--- config.mk ---
export PLATFORM = sky130hd
export DESIGN_NAME = cid_core
export DESIGN_NICKNAME = d
export VERILOG_FILES = /design/src/design/cid_pkg.sv /design/src/design/cid_core.sv
export VERILOG_INCLUDE_DIRS = /design/src /design/src/design
export SDC_FILE = /design/constraint.sdc
export NUM_CORES = 1
export LEC_CHECK = 0
export CAP_MARGIN = 20
export CORE_MARGIN = 1.5
export CORE_UTILIZATION = 50
export CTS_CLUSTER_DIAMETER = 200
export DETAILED_ROUTE_END_ITERATION = 10
export DONT_BUFFER_PORTS = 1
export GPL_TIMING_DRIVEN = 0
export SLEW_MARGIN = 40
export SYNTH_ARGS = -nofsm -noshare
export SYNTH_HDL_FRONTEND = slang
export SYNTH_SLANG_ARGS = --single-unit
--- constraint.sdc ---
create_clock -name sys_clk -period 5.8 [get_ports sys_clk]
set_input_delay 0.87 -clock sys_clk [delete_from_list [all_inputs] [get_ports sys_clk]]
set_output_delay 0.87 -clock sys_clk [all_outputs]
set_load 0.02 [all_outputs]
--- src/design/cid_regs.svh ---
// Opcode, flag and reset constants for the instruction decode subset.
// Assumes inclusion by the core only.
`ifndef CID_REGS_SVH
`define CID_REGS_SVH
`define CID_PREFIX_STACK 8'h9E
`define CID_OPC_HALT 8'h8E
`define CID_OPC_TRAP 8'h83
`define CID_OPC_S2X 8'h95
`define CID_OPC_X2S 8'h94
`define CID_OPC_BRA 8'h20
`define CID_OPC_BRN 8'h21
`define CID_OPC_BNE 8'h26
`define CID_OPC_BEQ 8'h27
`define CID_LO_SUB 4'h0
`define CID_LO_CMPBR 4'h1
`define CID_LO_TEST 4'hD
`define CID_LO_MOVE 4'hE
`define CID_LO_STORE 4'hF
`define CID_HI_BIT 4'h0
`define CID_HI_DIRM 4'h3
`define CID_HI_ACC 4'h4
`define CID_HI_XLO 4'h5
`define CID_HI_IX1M 4'h6
`define CID_HI_IXM 4'h7
`define CID_HI_LIT 4'hA
`define CID_HI_DIR 4'hB
`define CID_HI_EXT 4'hC
`define CID_HI_IX2 4'hD
`define CID_HI_IX1 4'hE
`define CID_HI_IX 4'hF
`define CID_F_V 7
`define CID_F_H 4
`define CID_F_I 3
`define CID_F_N 2
`define CID_F_Z 1
`define CID_F_C 0
`define CID_FLAGS_RESET 8'h68
`define CID_SP_RESET 16'h00FF
`define CID_IP_RESET 16'h0000
`define CID_VEC_TRAP 16'hFFFC
`define CID_PUSH_LAST 3'h4
`endif

--- src/design/cid_pkg.sv ---
// Types for the instruction decode subset core.
// Assumes cid_regs.svh sits beside it.
package cid_pkg;
  typedef enum logic [4:0] {
    implied_mode, literal_mode, page_mode, absolute_mode, index_mode,
    index_byte_offset_mode, index_word_offset_mode, stack_byte_offset_mode,
    stack_word_offset_mode, index_postinc_mode, index_byte_offset_postinc_mode,
    immediate_to_page_mode, page_to_page_mode, page_to_postinc_index_mode,
    postinc_index_to_page_mode, rel_mode, page_rel_mode
  } cid_mode_t;
  typedef enum logic [3:0] {
    no_op, halt_osc_op, test_zero_negative_op, store_low_index_op, subtract_op,
    soft_trap_op, stack_to_index_op, index_to_stack_op, move_op,
    compare_branch_op, bit_branch_op, branch_op
  } cid_op_t;
  typedef enum logic [1:0] {cid_tgt_acc, cid_tgt_xlo, cid_tgt_mem} cid_tgt_t;
  typedef enum logic [3:0] {
    s_fetch, s_opcode, s_operand, s_address, s_exec, s_push, s_vreq, s_vhi,
    s_vlo, s_halt
  } cid_state_t;
  typedef struct packed {
    cid_op_t op;
    cid_mode_t mode;
    cid_tgt_t tgt;
  } cid_dec_t;
  // Memory bus request; read data returns in the same cycle as rd
  typedef struct packed {
    logic rd;
    logic wr;
    logic [15:0] addr;
    logic [7:0] wdata;
  } cid_bus_req_t;
  typedef struct packed {
    logic [7:0] acc;
    logic [15:0] index_pair;
    logic [15:0] stack_ptr;
    logic [15:0] instruction_pointer;
    logic [7:0] flag_register;
  } cid_arch_t;
endpackage : cid_pkg

--- src/design/cid_core.sv ---
// Multi-cycle core for a subset of an 8-bit instruction set.
// Assumes an asynchronous-read memory: bus_rdata is valid while bus_req.rd is high.
`timescale 1ns/1ns
`default_nettype none
`include "cid_regs.svh"

// Behaviour
// - Opcode 8E halts the oscillator, clears only the mask flag, one fetch cycle.
// - While halted the oscillator stop output is high and a low external interrupt pin wakes it.
// - The test opcodes 3D, 4D, 5D, 6D, 7D, 9E6D set N and Z from the operand and clear V.
// - Absolute mode takes high then low address byte as a 16-bit address.
// - Index word offset mode adds a 16-bit offset to the index pair.
// - Index byte offset mode adds an unsigned byte to the index pair.
// - Plain indexed mode uses the index pair as the address.
// - Stack byte offset mode, prefixed 9E, adds a byte to the stack pointer.
// - Stack word offset mode, prefixed 9E, adds a word to the stack pointer.
// - Index post-increment mode reads at the index pair then bumps it.
// - Index byte offset post-increment adds a byte, then bumps the index pair.
// - The four memory-to-memory move modes are supported.
// - Relative mode adds a signed offset byte to the next instruction address.
// - Bit test and branch fetches the page address byte, then the offset byte.
module cid_core (
  // Clock, reset, enable
  input wire logic sys_clk,
  input wire logic resetn,
  input wire logic ce,
  // Memory bus
  output cid_pkg::cid_bus_req_t bus_req,
  input wire logic [7:0] bus_rdata,
  // Low power
  input wire logic ext_irq_n,
  output logic osc_stop,
  output logic irq_pin_en,
  // Observed state
  output cid_pkg::cid_arch_t arch
);
  import cid_pkg::*;

  // ----------------------------------------------------------------
  // Functions
  // ----------------------------------------------------------------
  function automatic cid_dec_t cid_decode(input logic pre, input logic [7:0] opc);
    cid_dec_t d;
    logic [3:0] hi;
    logic [3:0] lo;
    d = '{op: no_op, mode: implied_mode, tgt: cid_tgt_mem};
    hi = opc[7:4];
    lo = opc[3:0];
    if (pre) begin
      if (hi == `CID_HI_IX1 || hi == `CID_HI_IX2) begin
        d.mode = (hi == `CID_HI_IX1) ? stack_byte_offset_mode : stack_word_offset_mode;
        if (lo == `CID_LO_SUB) d.op = subtract_op;
        if (lo == `CID_LO_STORE) d.op = store_low_index_op;
      end else if (opc == {`CID_HI_IX1M, `CID_LO_TEST}) begin
        d.op = test_zero_negative_op;
        d.mode = stack_byte_offset_mode;
      end
    end else if (opc == `CID_OPC_HALT) begin
      d.op = halt_osc_op;
    end else if (opc == `CID_OPC_TRAP) begin
      d.op = soft_trap_op;
    end else if (opc == `CID_OPC_S2X) begin
      d.op = stack_to_index_op;
    end else if (opc == `CID_OPC_X2S) begin
      d.op = index_to_stack_op;
    end else if (opc == `CID_OPC_BRA || opc == `CID_OPC_BRN || opc == `CID_OPC_BNE ||
                 opc == `CID_OPC_BEQ) begin
      d.op = branch_op;
      d.mode = rel_mode;
    end else if (hi == `CID_HI_BIT) begin
      d.op = bit_branch_op;
      d.mode = page_rel_mode;
    end else if (hi >= `CID_HI_LIT) begin
      case (hi)
        `CID_HI_LIT: d.mode = literal_mode;
        `CID_HI_DIR: d.mode = page_mode;
        `CID_HI_EXT: d.mode = absolute_mode;
        `CID_HI_IX2: d.mode = index_word_offset_mode;
        `CID_HI_IX1: d.mode = index_byte_offset_mode;
        default: d.mode = index_mode;
      endcase
      if (lo == `CID_LO_SUB) d.op = subtract_op;
      if (lo == `CID_LO_STORE && hi != `CID_HI_LIT) d.op = store_low_index_op;
    end else if (lo == `CID_LO_TEST && hi >= `CID_HI_DIRM && hi <= `CID_HI_IXM) begin
      d.op = test_zero_negative_op;
      case (hi)
        `CID_HI_DIRM: d.mode = page_mode;
        `CID_HI_ACC: d.tgt = cid_tgt_acc;
        `CID_HI_XLO: d.tgt = cid_tgt_xlo;
        `CID_HI_IX1M: d.mode = index_byte_offset_mode;
        default: d.mode = index_mode;
      endcase
    end else if (lo == `CID_LO_MOVE && hi >= `CID_HI_ACC && hi <= `CID_HI_IXM) begin
      d.op = move_op;
      case (hi)
        `CID_HI_ACC: d.mode = page_to_page_mode;
        `CID_HI_XLO: d.mode = page_to_postinc_index_mode;
        `CID_HI_IX1M: d.mode = immediate_to_page_mode;
        default: d.mode = postinc_index_to_page_mode;
      endcase
    end else if (lo == `CID_LO_CMPBR && (hi == `CID_HI_IX1M || hi == `CID_HI_IXM)) begin
      d.op = compare_branch_op;
      d.mode = (hi == `CID_HI_IXM) ? index_postinc_mode : index_byte_offset_postinc_mode;
    end
    return d;
  endfunction : cid_decode

  // Operand bytes that follow the opcode
  function automatic logic [1:0] cid_nbytes(input cid_mode_t m);
    case (m)
      implied_mode, index_mode: cid_nbytes = 2'h0;
      absolute_mode, index_word_offset_mode, stack_word_offset_mode,
      index_byte_offset_postinc_mode, immediate_to_page_mode, page_to_page_mode,
      page_rel_mode: cid_nbytes = 2'h2;
      default: cid_nbytes = 2'h1;
    endcase
  endfunction : cid_nbytes

  // Flags after a load-like result: V cleared, N and Z from data
  function automatic logic [7:0] cid_nzv(input logic [7:0] f, input logic [7:0] v);
    logic [7:0] r;
    r = f;
    r[`CID_F_V] = 1'b0;
    r[`CID_F_N] = v[7];
    r[`CID_F_Z] = (v == 8'h00);
    return r;
  endfunction : cid_nzv

  // ----------------------------------------------------------------
  // State
  // ----------------------------------------------------------------
  cid_state_t state_q, state_d;
  cid_dec_t dec_q, dec_d;
  logic pre_q, pre_d;
  logic [7:0] opc_q, opc_d;
  logic [1:0] cnt_q, cnt_d;
  logic [15:0] opr_q, opr_d;
  logic [2:0] push_q, push_d;
  cid_bus_req_t req_d;
  logic [7:0] acc_q, acc_d, flags_q, flags_d;
  logic [15:0] hx_q, hx_d, sp_q, sp_d, ip_q, ip_d;
  logic halt_q, halt_d, irqen_q, irqen_d;
  logic [15:0] ea, dst, target;
  logic [7:0] mval, diff, push_val;
  logic [7:0] bit_val;
  logic take;

  // Addresses from the collected operand bytes
  always_comb begin
    target = ip_q + {{8{opr_q[7]}}, opr_q[7:0]};
    dst = {8'h00, opr_q[7:0]};
    case (dec_q.mode)
      absolute_mode: ea = opr_q;
      index_word_offset_mode: ea = hx_q + opr_q;
      index_byte_offset_mode: ea = hx_q + {8'h00, opr_q[7:0]};
      stack_byte_offset_mode: ea = sp_q + {8'h00, opr_q[7:0]};
      stack_word_offset_mode: ea = sp_q + opr_q;
      index_byte_offset_postinc_mode: ea = hx_q + {8'h00, opr_q[15:8]};
      index_mode, index_postinc_mode, postinc_index_to_page_mode: ea = hx_q;
      page_to_page_mode, page_rel_mode: ea = {8'h00, opr_q[15:8]};
      default: ea = {8'h00, opr_q[7:0]};
    endcase
    if (dec_q.mode == page_to_postinc_index_mode) dst = hx_q;
  end

  // Subtract datapath and small selects
  always_comb begin
    mval = (dec_q.mode == literal_mode) ? opr_q[7:0] : bus_rdata;
    diff = acc_q - mval;
    bit_val = bus_rdata >> opc_q[3:1];
    case (push_q)
      3'h0: push_val = ip_q[7:0];
      3'h1: push_val = ip_q[15:8];
      3'h2: push_val = hx_q[7:0];
      3'h3: push_val = acc_q;
      default: push_val = flags_q;
    endcase
    case (opc_q)
      `CID_OPC_BRA: take = 1'b1;
      `CID_OPC_BNE: take = ~flags_q[`CID_F_Z];
      `CID_OPC_BEQ: take = flags_q[`CID_F_Z];
      default: take = 1'b0;
    endcase
  end

  // ----------------------------------------------------------------
  // Sequencer
  // ----------------------------------------------------------------
  always_comb begin
    state_d = state_q;
    dec_d = dec_q;
    pre_d = pre_q;
    opc_d = opc_q;
    cnt_d = cnt_q;
    opr_d = opr_q;
    push_d = push_q;
    req_d = bus_req;
    req_d.rd = 1'b0;
    req_d.wr = 1'b0;
    acc_d = acc_q;
    flags_d = flags_q;
    hx_d = hx_q;
    sp_d = sp_q;
    ip_d = ip_q;
    halt_d = halt_q;
    irqen_d = irqen_q;
    case (state_q)
      s_fetch: begin
        req_d.rd = 1'b1;
        req_d.addr = ip_q;
        ip_d = ip_q + 16'h0001;
        pre_d = 1'b0;
        state_d = s_opcode;
      end
      s_opcode: begin
        if (bus_rdata == `CID_PREFIX_STACK && !pre_q) begin
          pre_d = 1'b1;
          req_d.rd = 1'b1;
          req_d.addr = ip_q;
          ip_d = ip_q + 16'h0001;
        end else begin
          dec_d = cid_decode(pre_q, bus_rdata);
          opc_d = bus_rdata;
          cnt_d = cid_nbytes(dec_d.mode);
          state_d = s_address;
          if (cnt_d != 2'h0) begin
            req_d.rd = 1'b1;
            req_d.addr = ip_q;
            ip_d = ip_q + 16'h0001;
            state_d = s_operand;
          end
        end
      end
      s_operand: begin
        opr_d = {opr_q[7:0], bus_rdata};
        cnt_d = cnt_q - 2'h1;
        state_d = s_address;
        if (cnt_q > 2'h1) begin
          req_d.rd = 1'b1;
          req_d.addr = ip_q;
          ip_d = ip_q + 16'h0001;
          state_d = s_operand;
        end
      end
      s_address: begin
        state_d = s_fetch;
        case (dec_q.op)
          halt_osc_op: begin
            flags_d[`CID_F_I] = 1'b0;
            halt_d = 1'b1;
            irqen_d = 1'b1;
            state_d = s_halt;
          end
          soft_trap_op: begin
            push_d = 3'h0;
            state_d = s_push;
          end
          stack_to_index_op: hx_d = sp_q + 16'h0001;
          index_to_stack_op: sp_d = hx_q - 16'h0001;
          branch_op: if (take) ip_d = target;
          store_low_index_op: begin
            req_d.wr = 1'b1;
            req_d.addr = ea;
            req_d.wdata = hx_q[7:0];
            flags_d = cid_nzv(flags_q, hx_q[7:0]);
          end
          no_op: ;
          default: begin
            if (dec_q.op == test_zero_negative_op && dec_q.tgt != cid_tgt_mem) begin
              flags_d = cid_nzv(flags_q,
                (dec_q.tgt == cid_tgt_acc) ? acc_q : hx_q[7:0]);
            end else if (dec_q.op == subtract_op && dec_q.mode == literal_mode) begin
              state_d = s_exec;
            end else if (dec_q.mode == immediate_to_page_mode) begin
              req_d.wr = 1'b1;
              req_d.addr = dst;
              req_d.wdata = opr_q[15:8];
              flags_d = cid_nzv(flags_q, opr_q[15:8]);
            end else begin
              req_d.rd = 1'b1;
              req_d.addr = ea;
              state_d = s_exec;
            end
          end
        endcase
      end
      s_exec: begin
        state_d = s_fetch;
        case (dec_q.op)
          test_zero_negative_op: flags_d = cid_nzv(flags_q, bus_rdata);
          subtract_op: begin
            acc_d = diff;
            flags_d = cid_nzv(flags_q, diff);
            flags_d[`CID_F_V] = (acc_q[7] & ~mval[7] & ~diff[7]) |
                                (~acc_q[7] & mval[7] & diff[7]);
            flags_d[`CID_F_C] = (~acc_q[7] & mval[7]) | (mval[7] & diff[7]) |
                                (diff[7] & ~acc_q[7]);
          end
          compare_branch_op: begin
            if (acc_q == bus_rdata) ip_d = target;
            hx_d = hx_q + 16'h0001;
          end
          bit_branch_op: begin
            flags_d[`CID_F_C] = bit_val[0];
            if (bit_val[0] != opc_q[0]) ip_d = target;
          end
          move_op: begin
            req_d.wr = 1'b1;
            req_d.addr = dst;
            req_d.wdata = bus_rdata;
            flags_d = cid_nzv(flags_q, bus_rdata);
            if (dec_q.mode == page_to_postinc_index_mode ||
                dec_q.mode == postinc_index_to_page_mode) hx_d = hx_q + 16'h0001;
          end
          default: ;
        endcase
      end
      s_push: begin
        req_d.wr = 1'b1;
        req_d.addr = sp_q;
        req_d.wdata = push_val;
        sp_d = sp_q - 16'h0001;
        push_d = push_q + 3'h1;
        if (push_q == `CID_PUSH_LAST) begin
          flags_d[`CID_F_I] = 1'b1;
          irqen_d = 1'b0;
          state_d = s_vreq;
        end
      end
      s_vreq: begin
        req_d.rd = 1'b1;
        req_d.addr = `CID_VEC_TRAP;
        state_d = s_vhi;
      end
      s_vhi: begin
        ip_d[15:8] = bus_rdata;
        req_d.rd = 1'b1;
        req_d.addr = `CID_VEC_TRAP + 16'h0001;
        state_d = s_vlo;
      end
      s_vlo: begin
        ip_d[7:0] = bus_rdata;
        state_d = s_fetch;
      end
      s_halt: begin
        if (!ext_irq_n) begin
          halt_d = 1'b0;
          state_d = s_fetch;
        end
      end
      default: state_d = s_fetch;
    endcase
  end

  // ----------------------------------------------------------------
  // Registers
  // ----------------------------------------------------------------
  // Sequencer state
  always_ff @(posedge sys_clk or negedge resetn) begin
    if (!resetn) begin
      state_q <= s_fetch;
      dec_q <= '{op: no_op, mode: implied_mode, tgt: cid_tgt_mem};
      pre_q <= 1'b0;
      opc_q <= 8'h00;
      cnt_q <= 2'h0;
      opr_q <= 16'h0000;
      push_q <= 3'h0;
    end else if (ce) begin
      state_q <= state_d;
      dec_q <= dec_d;
      pre_q <= pre_d;
      opc_q <= opc_d;
      cnt_q <= cnt_d;
      opr_q <= opr_d;
      push_q <= push_d;
    end
  end

  // Memory bus request
  always_ff @(posedge sys_clk or negedge resetn) begin
    if (!resetn) bus_req <= '0;
    else if (ce) bus_req <= req_d;
  end

  // Programmer-visible registers
  always_ff @(posedge sys_clk or negedge resetn) begin
    if (!resetn) begin
      acc_q <= 8'h00;
      flags_q <= `CID_FLAGS_RESET;
      hx_q <= 16'h0000;
      sp_q <= `CID_SP_RESET;
      ip_q <= `CID_IP_RESET;
    end else if (ce) begin
      acc_q <= acc_d;
      flags_q <= flags_d;
      hx_q <= hx_d;
      sp_q <= sp_d;
      ip_q <= ip_d;
    end
  end

  // Oscillator stop and interrupt pin enable
  always_ff @(posedge sys_clk or negedge resetn) begin
    if (!resetn) begin
      halt_q <= 1'b0;
      irqen_q <= 1'b0;
    end else if (ce) begin
      halt_q <= halt_d;
      irqen_q <= irqen_d;
    end
  end

  assign osc_stop = halt_q;
  assign irq_pin_en = irqen_q;
  assign arch = '{acc: acc_q, index_pair: hx_q, stack_ptr: sp_q,
                  instruction_pointer: ip_q, flag_register: flags_q};
endmodule : cid_core
`default_nettype wire

# Word-level counts from Yosys, hierarchy flattened
# Memories as Yosys holds them, arrays and structs flattened.
# Cells that the tools add are included.
[op_classes]
n_reduce_logical = 65
n_shift = 1
mux = 109
div_mod_pow = 0
n_bitwise = 16
mul = 0
n_lt_le_gt_ge = 5
eq_ne = 95
add_sub_neg = 14
[op_table]
columns = ["operator", "n"]
rows = [
  ["16-bit one-hot mux with 8 select lines", 2],
  ["16-bit two-way mux", 15],
  ["16-bit one-hot mux with 2 select lines", 4],
  ["8-bit one-hot mux with 6 select lines", 2],
  ["9-bit two-way mux", 10],
  ["4-bit == test (second input constant)", 14],
  ["8-bit by 6-bit == test with 1-bit output (second input constant)", 7],
  ["26-bit two-way mux", 2],
  ["25-bit one-hot mux with 2 select lines", 1],
  ["16-bit by 1-bit adder with 16-bit output (second input constant)", 3],
  ["16-bit adder", 3],
  ["16-bit by 8-bit adder with 16-bit output", 3],
  ["4-bit by 3-bit == test with 1-bit output (second input constant)", 12],
  ["8-bit two-way mux", 6],
  ["8-bit == test (second input constant)", 5],
  ["8-bit zero test", 5],
  ["4-bit two-way mux", 10],
  ["5-bit by 4-bit == test with 1-bit output (second input constant)", 7],
  ["7-bit two-way mux", 5],
  ["4-bit one-hot mux with 8 select lines", 1],
  ["8-bit one-hot mux with 4 select lines", 1],
  ["16-bit by 1-bit subtractor with 16-bit output (second input constant)", 2],
  ["25-bit two-way mux", 1],
  ["8-bit one-hot mux with 3 select lines", 1],
  ["67 further kinds", 183],
]
[totals]
latchBits = 0
out_inout_bits = 92
ram_bits = 0
rom_bits = 64
ff_bits = 134
mem_count = 1
in_bits = 12
[mem_list]
columns = ["name", "words", "word_bits", "rd", "rd_clocked_by_memory_dff", "wr", "line", "rtl"]
rows = [
  ["(name not given)", 32, 2, 1, 0, 0, "cid_core.sv:110", "case (m)"],
]

# Logic depth before layout (Yosys ltp)
# Gate-level depths: netlist (run 1).
# An unclocked memory read counts as a cell.
[logic_depth]
ltp_word = 23
mapped_depth = 19
depth_no_buf = 18

# Worst setup path before layout (run 1)
# OpenSTA, ideal clock, no wires.
[synth_path]
kind = "in2reg"
from = "input port bus_rdata[1]"
to = "register flags_q[1]"
setup_ns = 0.066
arrival_ns = 4.166
slack_ns = 1.568
cell_stages = 15
path_cell_list = "buf_2 buf_1 mux2i_1 ha_1 a21oi_1 o21ai_0 and2_1 o21ai_0 nand2b_1 a21o_1 a21o_1 fa_1 or4_1 o311ai_0 a22o_1"
[synth_via]
elab_chain_cells = 5
elab_cells_between_ends = 6
cone_classes = "add/sub: 1; mux: 3; reduce/logical: 2"
[synth_rtl]
columns = ["element", "line", "rtl"]
rows = [
  ["start: declaration", "cid_core.sv:29", "input wire logic [7:0] bus_rdata,"],
  ["8-bit two-way mux", "cid_core.sv:168", "mval = (dec_q.mode == literal_mode) ? opr_q[7:0] : bus_rdata;"],
  ["8-bit subtractor", "cid_core.sv:169", "diff = acc_q - mval;"],
  ["net diff[7]", "cid_core.sv:144", "logic [7:0] mval, diff, push_val;"],
  ["8-bit zero test", "cid_core.sv:125", "r[`CID_F_Z] = (v == 8'h00);"],
  ["7-bit one-hot mux with 2 select lines", "cid_core.sv:289", "case (dec_q.op)"],
  ["3-bit one-hot mux with 2 select lines", "cid_core.sv:207", "case (state_q)"],
  ["end signal: assignment", "cid_core.sv:389", "flags_q <= `CID_FLAGS_RESET;"],
  ["end signal: assignment", "cid_core.sv:395", "flags_q <= flags_d;"],
  ["end: declaration", "cid_core.sv:140", "logic [7:0] acc_q, acc_d, flags_q, flags_d;"],
]
# The timed path passes the listed nets, and every way through them passes these cells. The select of a mux whose other input is x is not followed.
# A chain may end at the register's enable or synchronous reset.

# Worst setup path in the final report (run 1)
[layout_path]
from = "register dec_q[2] (netlist name)"
to = "register bus_req[22] (netlist name)"
[layout_via]
elab_chain_cells = 8
elab_cells_between_ends = 27
cone_classes = "eq/ne: 15; mux: 8; reduce/logical: 4"
[layout_rtl]
columns = ["element", "line", "rtl"]
rows = [
  ["start: declaration", "cid_core.sv:133", "cid_dec_t dec_q, dec_d;"],
  ["start signal: assignment", "cid_core.sv:362", "dec_q <= '{op: no_op, mode: implied_mode, tgt: cid_tgt_mem};"],
  ["5-bit by 4-bit == test with 1-bit output, or another cell as far along", "cid_core.sv:152", "case (dec_q.mode)"],
  ["3-bit OR reduction / 2-bit OR reduction (equally long branches)", "cid_core.sv:152", ""],
  ["16-bit one-hot mux with 8 select lines", "cid_core.sv:152", ""],
  ["16-bit two-way mux", "cid_core.sv:274", "end else if (dec_q.mode == immediate_to_page_mode) begin"],
  ["26-bit two-way mux", "cid_core.sv:272", "end else if (dec_q.op == subtract_op && dec_q.mode == literal_mode) begin"],
  ["26-bit two-way mux", "cid_core.sv:269", "if (dec_q.op == test_zero_negative_op && dec_q.tgt != cid_tgt_mem) begin"],
  ["25-bit one-hot mux with 2 select lines", "cid_core.sv:247", "case (dec_q.op)"],
  ["16-bit one-hot mux with 8 select lines", "cid_core.sv:207", ""],
  ["end signal: assignment", "cid_core.sv:382", "else if (ce) bus_req <= req_d;"],
  ["end: declaration", "cid_core.sv:28", "output cid_pkg::cid_bus_req_t bus_req,"],
]
# Several ways; a longest one is shown, not always the timed one. The select of a mux whose other input is x is not followed.

==> results of run 1 <==
-- worst min-delay path by stage --
stage                     cells past startpoint  slack [ns]                 start                    to
after CTS                                     0        0.11                resetn  sp_q[11]$_DFFE_PN0P_
final                                         0        0.12                resetn  sp_q[15]$_DFFE_PN0P_
after floorplan                               2        0.45  opc_q[7]$_DFFE_PN0P_  opc_q[7]$_DFFE_PN0P_
after detailed placement                      2        0.48  opc_q[7]$_DFFE_PN0P_  opc_q[7]$_DFFE_PN0P_
after global routing                          0        0.11                resetn   sp_q[9]$_DFFE_PN0P_
after global placement                        2        0.47  opc_q[7]$_DFFE_PN0P_  opc_q[7]$_DFFE_PN0P_
-- metal layers --
metal,up-vias,part of all wire (%),GRT usage [%]
met4,2,6.3,23.9
met2,719,45,61.9
li1,6168,-,-
met1,6591,40,50.2
met5,-,0.028,0
met3,204,9.1,7.36
-- cell type report --
cell class / count / area (um^2)
inverters: 52 / 195
fillers: 2462 / 11300
flip-flops and latches: 134 / 3370
clock buffers: 17 / 425
plain buffers: 129 / 526
well taps: 330 / 413
clock inverters: 15 / 108
multi-input cells: 1344 / 9020
repair buffers: 2 / 15.0
-- critical path: cells and delay by family (launching register included) --
family	cells	cell delay [ns]
buffers and inverters	3	0.70
muxes	2	0.49
AOI/OAI and AO/OA	7	1.82
adders and majority gates	2	0.41
DFF	1	0.36
and+or+nand+nor	3	1.00
-- power breakdown --
part / switching, mW / internal (mW)
Sequential: 1.14 / 1.33
Combinational: 3.43 / 2.14
Clock: 0.484 / 0.547
Total: 5.06 / 4.02
-- through the flow --
step	utilization, %	hold WS, ns
2_1_floorplan	-	0.451
3_5_place_dp	53.2	0.479
5_1_grt	55.4	0.108
4_1_cts	55.3	0.111
6_report	55.4	0.118
3_3_place_gp	53.1	0.472
-- logic make-up (layout without fill, tap and decap cells) --
kind of cell | Yosys count | after routing | synth area share [%]
DFF | 134 | 134 | 25.8
AOI/OAI and AO/OA | 520 | 520 | 26.9
xor gates and xnor gates | 64 | 64 | 4.29
and+or+nand+nor | 588 | 588 | 22.1
buffers and inverters | 181 | 215 | 5.52
muxes | 96 | 96 | 8.09
adders and majority gates | 73 | 73 | 7.28
other | 2 | 3 | 0.0575
-- registers in the layout (all words and copies together), names as in the netlist --
name	flops
opc_q	8
push_q	3
osc_stop	1
irq_pin_en	1
sp_q	16
dec_q	11
opr_q	16
acc_q	8
hx_q	16
bus_req	26
pre_q	1
ip_q	16
flags_q	5
cnt_q	2
state_q	4
-- cells in the final DEF (no fill, tap or decap), types with 9 or more instances in the layout --
master,n
nor2_1,165
nand2_1,147
a21oi_1,127
dfrtp_1,124
o21ai_0,112
clkbuf_1,94
ha_1,68
mux2_2,56
nor3_1,53
inv_1,52
nand3_1,48
xnor2_1,42
mux2i_1,37
a221oi_1,32
nor2b_1,30
and3_1,25
nand2b_1,22
xor2_1,22
a31oi_1,21
a21o_1,20
a211oi_1,19
o21a_1,18
clkbuf_16,17
o31ai_1,16
and2_1,15
buf_1,15
buf_2,14
a22o_1,14
a222oi_1,13
nor3b_1,11
o211ai_1,11
a221o_1,10
nor4_1,10
dfstp_2,10
nand3b_1,9
o221ai_1,9
==> flow_summary.toml, run 1 <==
[outcome]
outcome = "finished, final reports clean"

[setup_path]
critPathKind = "reg2reg"
path_cells = "clkbuf_1 -> nor3b_1 -> clkbuf_1 -> nand2_1 -> mux2_2 -> ha_1 -> inv_1 -> fa_1 -> nand3b_1 -> a21oi_1 -> o31a_1 -> o41ai_1 -> o21ai_0 -> a21oi_1 -> mux2i_1 -> a211oi_1 -> o22ai_2"
cp_max_fo = 10
worst_ep_arrival_time_ns = 5.21
critPathLaunch = "dec_q[2]$_DFFE_PN0P_"
r2r_start = "dec_q[2]$_DFFE_PN0P_"
crit_slowest_cell = "nor3b_1"
r2r_cells = 17
endpoint = "bus_req[22]$_DFFE_PN0P_"
reg2reg_to = "bus_req[22]$_DFFE_PN0P_"
cp-end-kind = "flip-flop"
cp.required_ns = 6.12
r2r_slack_ns = 0.91
critPathLaunchType = "flip-flop"
max_stage_delay_ns = 0.48

[clock_tree]
clock_latency_ns = 0.44
cts_setup_buffers = 0
htreeDepth = 4
ctsLongestPathBuffers = 2
cts_buffers = 17
root_buffer = "clkbuf_16"
cts_tree = "built"
cts_hold_buf = 0
clk_pin_slew_ns = 0.07
cts.sink_count = 134
ctsResizeCount = 0

[detailed_routing]
wl_mm = 53.1
ant_nets = 0
drtIter0Drc = 1577
vias = 13700
drc = 0
wl_per_cell_um = 26.2
drtPass1Iterations = 7
viasPerCell = 6.76

[global_route]
antenna_found_initial = 1
grt_pass1_vias = 13000
grt_pass1_wl_mm = 79.3
grt_max_degree = 135
globalRouteTotalUtil_pct = 39.4
grt-ovfl-total = 0

[sta]
finalSetupViolCount = 0
relSlewSlack_pct = 43.2
fin_crit_ns = 4.89
hold_viol_final = 0
finalMaxSlewViolations = 0
fin_skew_ns = 0.0178
finalSetupTns_ns = 0
period_share_pct = 84.4
fmaxAchievable_mhz = 204
worst_slew_pin_slew_ns = 0.848
rsz0062_at_grt = "false"
layout_setup_ws_ns = 0.906

[placed_design]
dp_slack_ns = 0.892
dp_hpwl_mm = 39.8
numPortBuffers = 0
placed_cells = 1991
dpl_cell_area_um2 = 13500
gp_congestion = 0.987

[die]
num_io_pins = 104
design.core.area_um2 = 25400
die_height_um = 165
dieArea_um2 = 27100
rows = 58
die_x_um = 165
start_util_pct = 51.4

[synth]
synth_area_per_cell_um2 = 7.88
netlist.area_leader.share_pct = 23.7
synthFlopType = "dfrtp_1"
synth-edff-count = 0
netlist-cell-type-count = 92
syn_inst = 1658
ys_ff_latch = 134
syn_area_um2 = 13100
netlist_top_cells_area = "dfrtp_1 24%, ha_1 6.5%, a21oi_1 4.9%"
synthArstFlopShare_pct = 100
yosysWarnings = 0
yosysMostFrequentCell = "nor2_1"
ys_seq_area_share_pct = 25.8
yosys-top-cells-count = "166 x nor2_1, 147 x nand2_1, 128 x a21oi_1"
yosysTopAreaCell = "dfrtp_1"

[finish]
nNetsFinal = 1765
syn_to_final_growth_pct = 7.67
final-instance-count-excl-fill = 2023
fin_area_um2 = 14100
final_layout_size_suffix_gt1_share_pct = 9.16
antennaDiodeCount = 0

[power_and_ir_drop]
p_leak_nw = 5.78
p_total_mw = 9.08
p_per_area_nw_per_um2 = 645
ir_drop_v = 0.000339

[hold_path]
hold_class = "in2async"

[run]
cap_violations = 0
(Power assumes the default switching activity.)
==> run 2, diff against run 1 <==
PLACE_DENSITY = 0.68   (was not set)
clock period = 4 ns   (was 5.8 ns; I/O delays follow)
==> run 2 against run 1 <==
  * Clock power rose by 51%
  * Largest power group unchanged
  * Fmax rose by 26%
  * Register-to-register slack got worse by 0.80 ns
==> flow_summary.toml, run 2 (synthesis results as in run 1) <==
[sta]
hold_viol_final = 0
fin_crit_ns = 3.89
layout_setup_ws_ns = 0.107
worst_slew_pin_slew_ns = 0.908
finalSetupViolCount = 0
relSlewSlack_pct = 39.4
fmaxAchievable_mhz = 257
finalMaxSlewViolations = 0
period_share_pct = 97.3
fin_skew_ns = 0.0240
whs_ns = 0.00796

[placed_design]
numPortBuffers = 0
dp_slack_ns = -0.637
dpl_cell_area_um2 = 13500
placed_cells = 1990
gp_congestion = 0.998
dp_hpwl_mm = 39.2

[detailed_routing]
drtPass1Iterations = 8
wl_per_cell_um = 26.2
drc = 0
vias = 14100
viasPerCell = 6.89
wl_mm = 53.4
ant_nets = 0
drtIter0Drc = 1661

[setup_path]
cp_max_fo = 10
cp-end-kind = "flip-flop"
critical_path_buf_inv_count = 2
worst_ep_arrival_time_ns = 4.26
cp.required_ns = 4.37
path_cells = "buf_6 -> nor2b_4 -> nand3b_1 -> buf_4 -> mux2i_4 -> ha_1 -> a21oi_1 -> o21ai_1 -> and2_4 -> o21ai_1 -> nand2b_1 -> a21o_1 -> a21o_1 -> fa_2 -> or4_4 -> o311ai_2 -> a22o_1"
crit_slowest_cell = "or4_4"
critPathTopFamily = "compound AO/OA/AOI/OAI gates"
critPathKind = "reg2reg"
max_stage_delay_ns = 0.56
critPathLaunchType = "flip-flop"

[run]
cap_violations = 0

[global_route]
globalRouteTotalUtil_pct = 39.6
grt_pass1_vias = 13300
grt-ovfl-total = 0
grt_max_degree = 127
antenna_found_initial = 0
grt_pass1_wl_mm = 79.7

[finish]
final_layout_size_suffix_gt1_share_pct = 11.9
largest_reg_flops = 26
final-instance-count-excl-fill = 2040
layout_common_cells = "162 x nor2_1, 146 x nand2_1, 126 x a21oi_1, 123 x dfrtp_1, 109 x o21ai_0"
fillers = 2397
seq_area_um2 = 3370
final_common_cell = "nor2_1"
fin_area_um2 = 14400
multiInputGateArea_um2 = 9150
nNetsFinal = 1782
antennaDiodeCount = 0
syn_to_final_growth_pct = 10.3
regMostFlops = "bus_req"

[power_and_ir_drop]
p_leak_nw = 5.97
ir_drop_v = 0.000415
p_per_area_nw_per_um2 = 936

[clock_tree]
htreeDepth = 4
clock_latency_ns = 0.45
cts_tree = "built"
cts_buffers = 17
cts.sink_count = 134
clk_pin_slew_ns = 0.06
root_buffer = "clkbuf_16"
ctsLongestPathBuffers = 2

[die]
rows = 58
design.core.area_um2 = 25400
die_height_um = 165
start_util_pct = 51.4
die_x_um = 165
dieArea_um2 = 27100
num_io_pins = 104

[outcome]
outcome = "finished, final reports clean"

[hold_path]
hold_class = "in2async"
run 2: power by group:
part           internal, mW  switching, mW
sequential             1.93           1.67
clock                 0.857          0.700
combinational          3.26           5.07
run 2: path summary, 6_finish.rpt:
check                                      from                     end  slack [ns]  depth (start not counted)
setup / recovery           dec_q[4]$_DFFE_PN0P_  flags_q[1]$_DFFE_PN0P_        0.11                         17
hold / removal                           resetn     sp_q[4]$_DFFE_PN1P_       0.008                          0
setup reg to reg           dec_q[4]$_DFFE_PN0P_  flags_q[1]$_DFFE_PN0P_        0.11                         17
hold reg to reg            opc_q[7]$_DFFE_PN0P_    opc_q[7]$_DFFE_PN0P_        0.50                          2
max in group asynchronous                resetn     sp_q[0]$_DFFE_PN1P_        3.01                          1
min in group sys_clk                  ext_irq_n    osc_stop$_DFFE_PN0P_        0.31                          2
run 2: cell type report:
type	instances	area share [%]
Multi-Input combinational cell	1344	63.5
Inverter	52	1.35
Buffer	128	3.81
Timing Repair Buffer	20	1.20
Clock inverter	15	0.912
Tap cell	330	2.87
Clock buffer	17	2.95
Sequential cell	134	23.4
run 2: worst reg2reg max path: cells and delay by family (launching register included):
kind | cells | cell delay, ns
flops | 1 | 0.40
compound gates | 7 | 1.11
mux | 1 | 0.19
buf+inv | 2 | 0.32
fa+ha+maj | 2 | 0.78
simple gates | 5 | 1.02
run 2: routing by layer:
| layer | vias up | wire, um | GRT usage [%] |
|---|---|---|---|
| li1 | 6231 | - | - |
| met5 | - | 0 | 0 |
| met3 | 228 | 5420 | 8.84 |
| met4 | 0 | 3420 | 22.5 |
| met1 | 6758 | 20700 | 49.7 |
| met2 | 846 | 23900 | 62.7 |
run 2: what timing repair did:
item | in CTS | in global routing
gates resized for setup | 17 | 41
pin swaps | 2 | 9
setup endpoints to repair | 10 | 20
hold buffers | 2 | 0
buffers inserted | 4 | 13
endpoints found under the hold margin | 126 | 0
run 2: through the flow:
| step | utilization, % | power [mW] | setup TNS, ns |
|---|---|---|---|
| 2_1_floorplan | - | 8.80 | 0 |
| 3_3_place_gp | 53.1 | 11.2 | -10.73 |
| 3_5_place_dp | 53.2 | 11.4 | -9.40 |
| 4_1_cts | 55.8 | 13.0 | 0 |
| 5_1_grt | 56.7 | 14.3 | -0.0572 |
| 6_report | 56.7 | 13.5 | 0 |
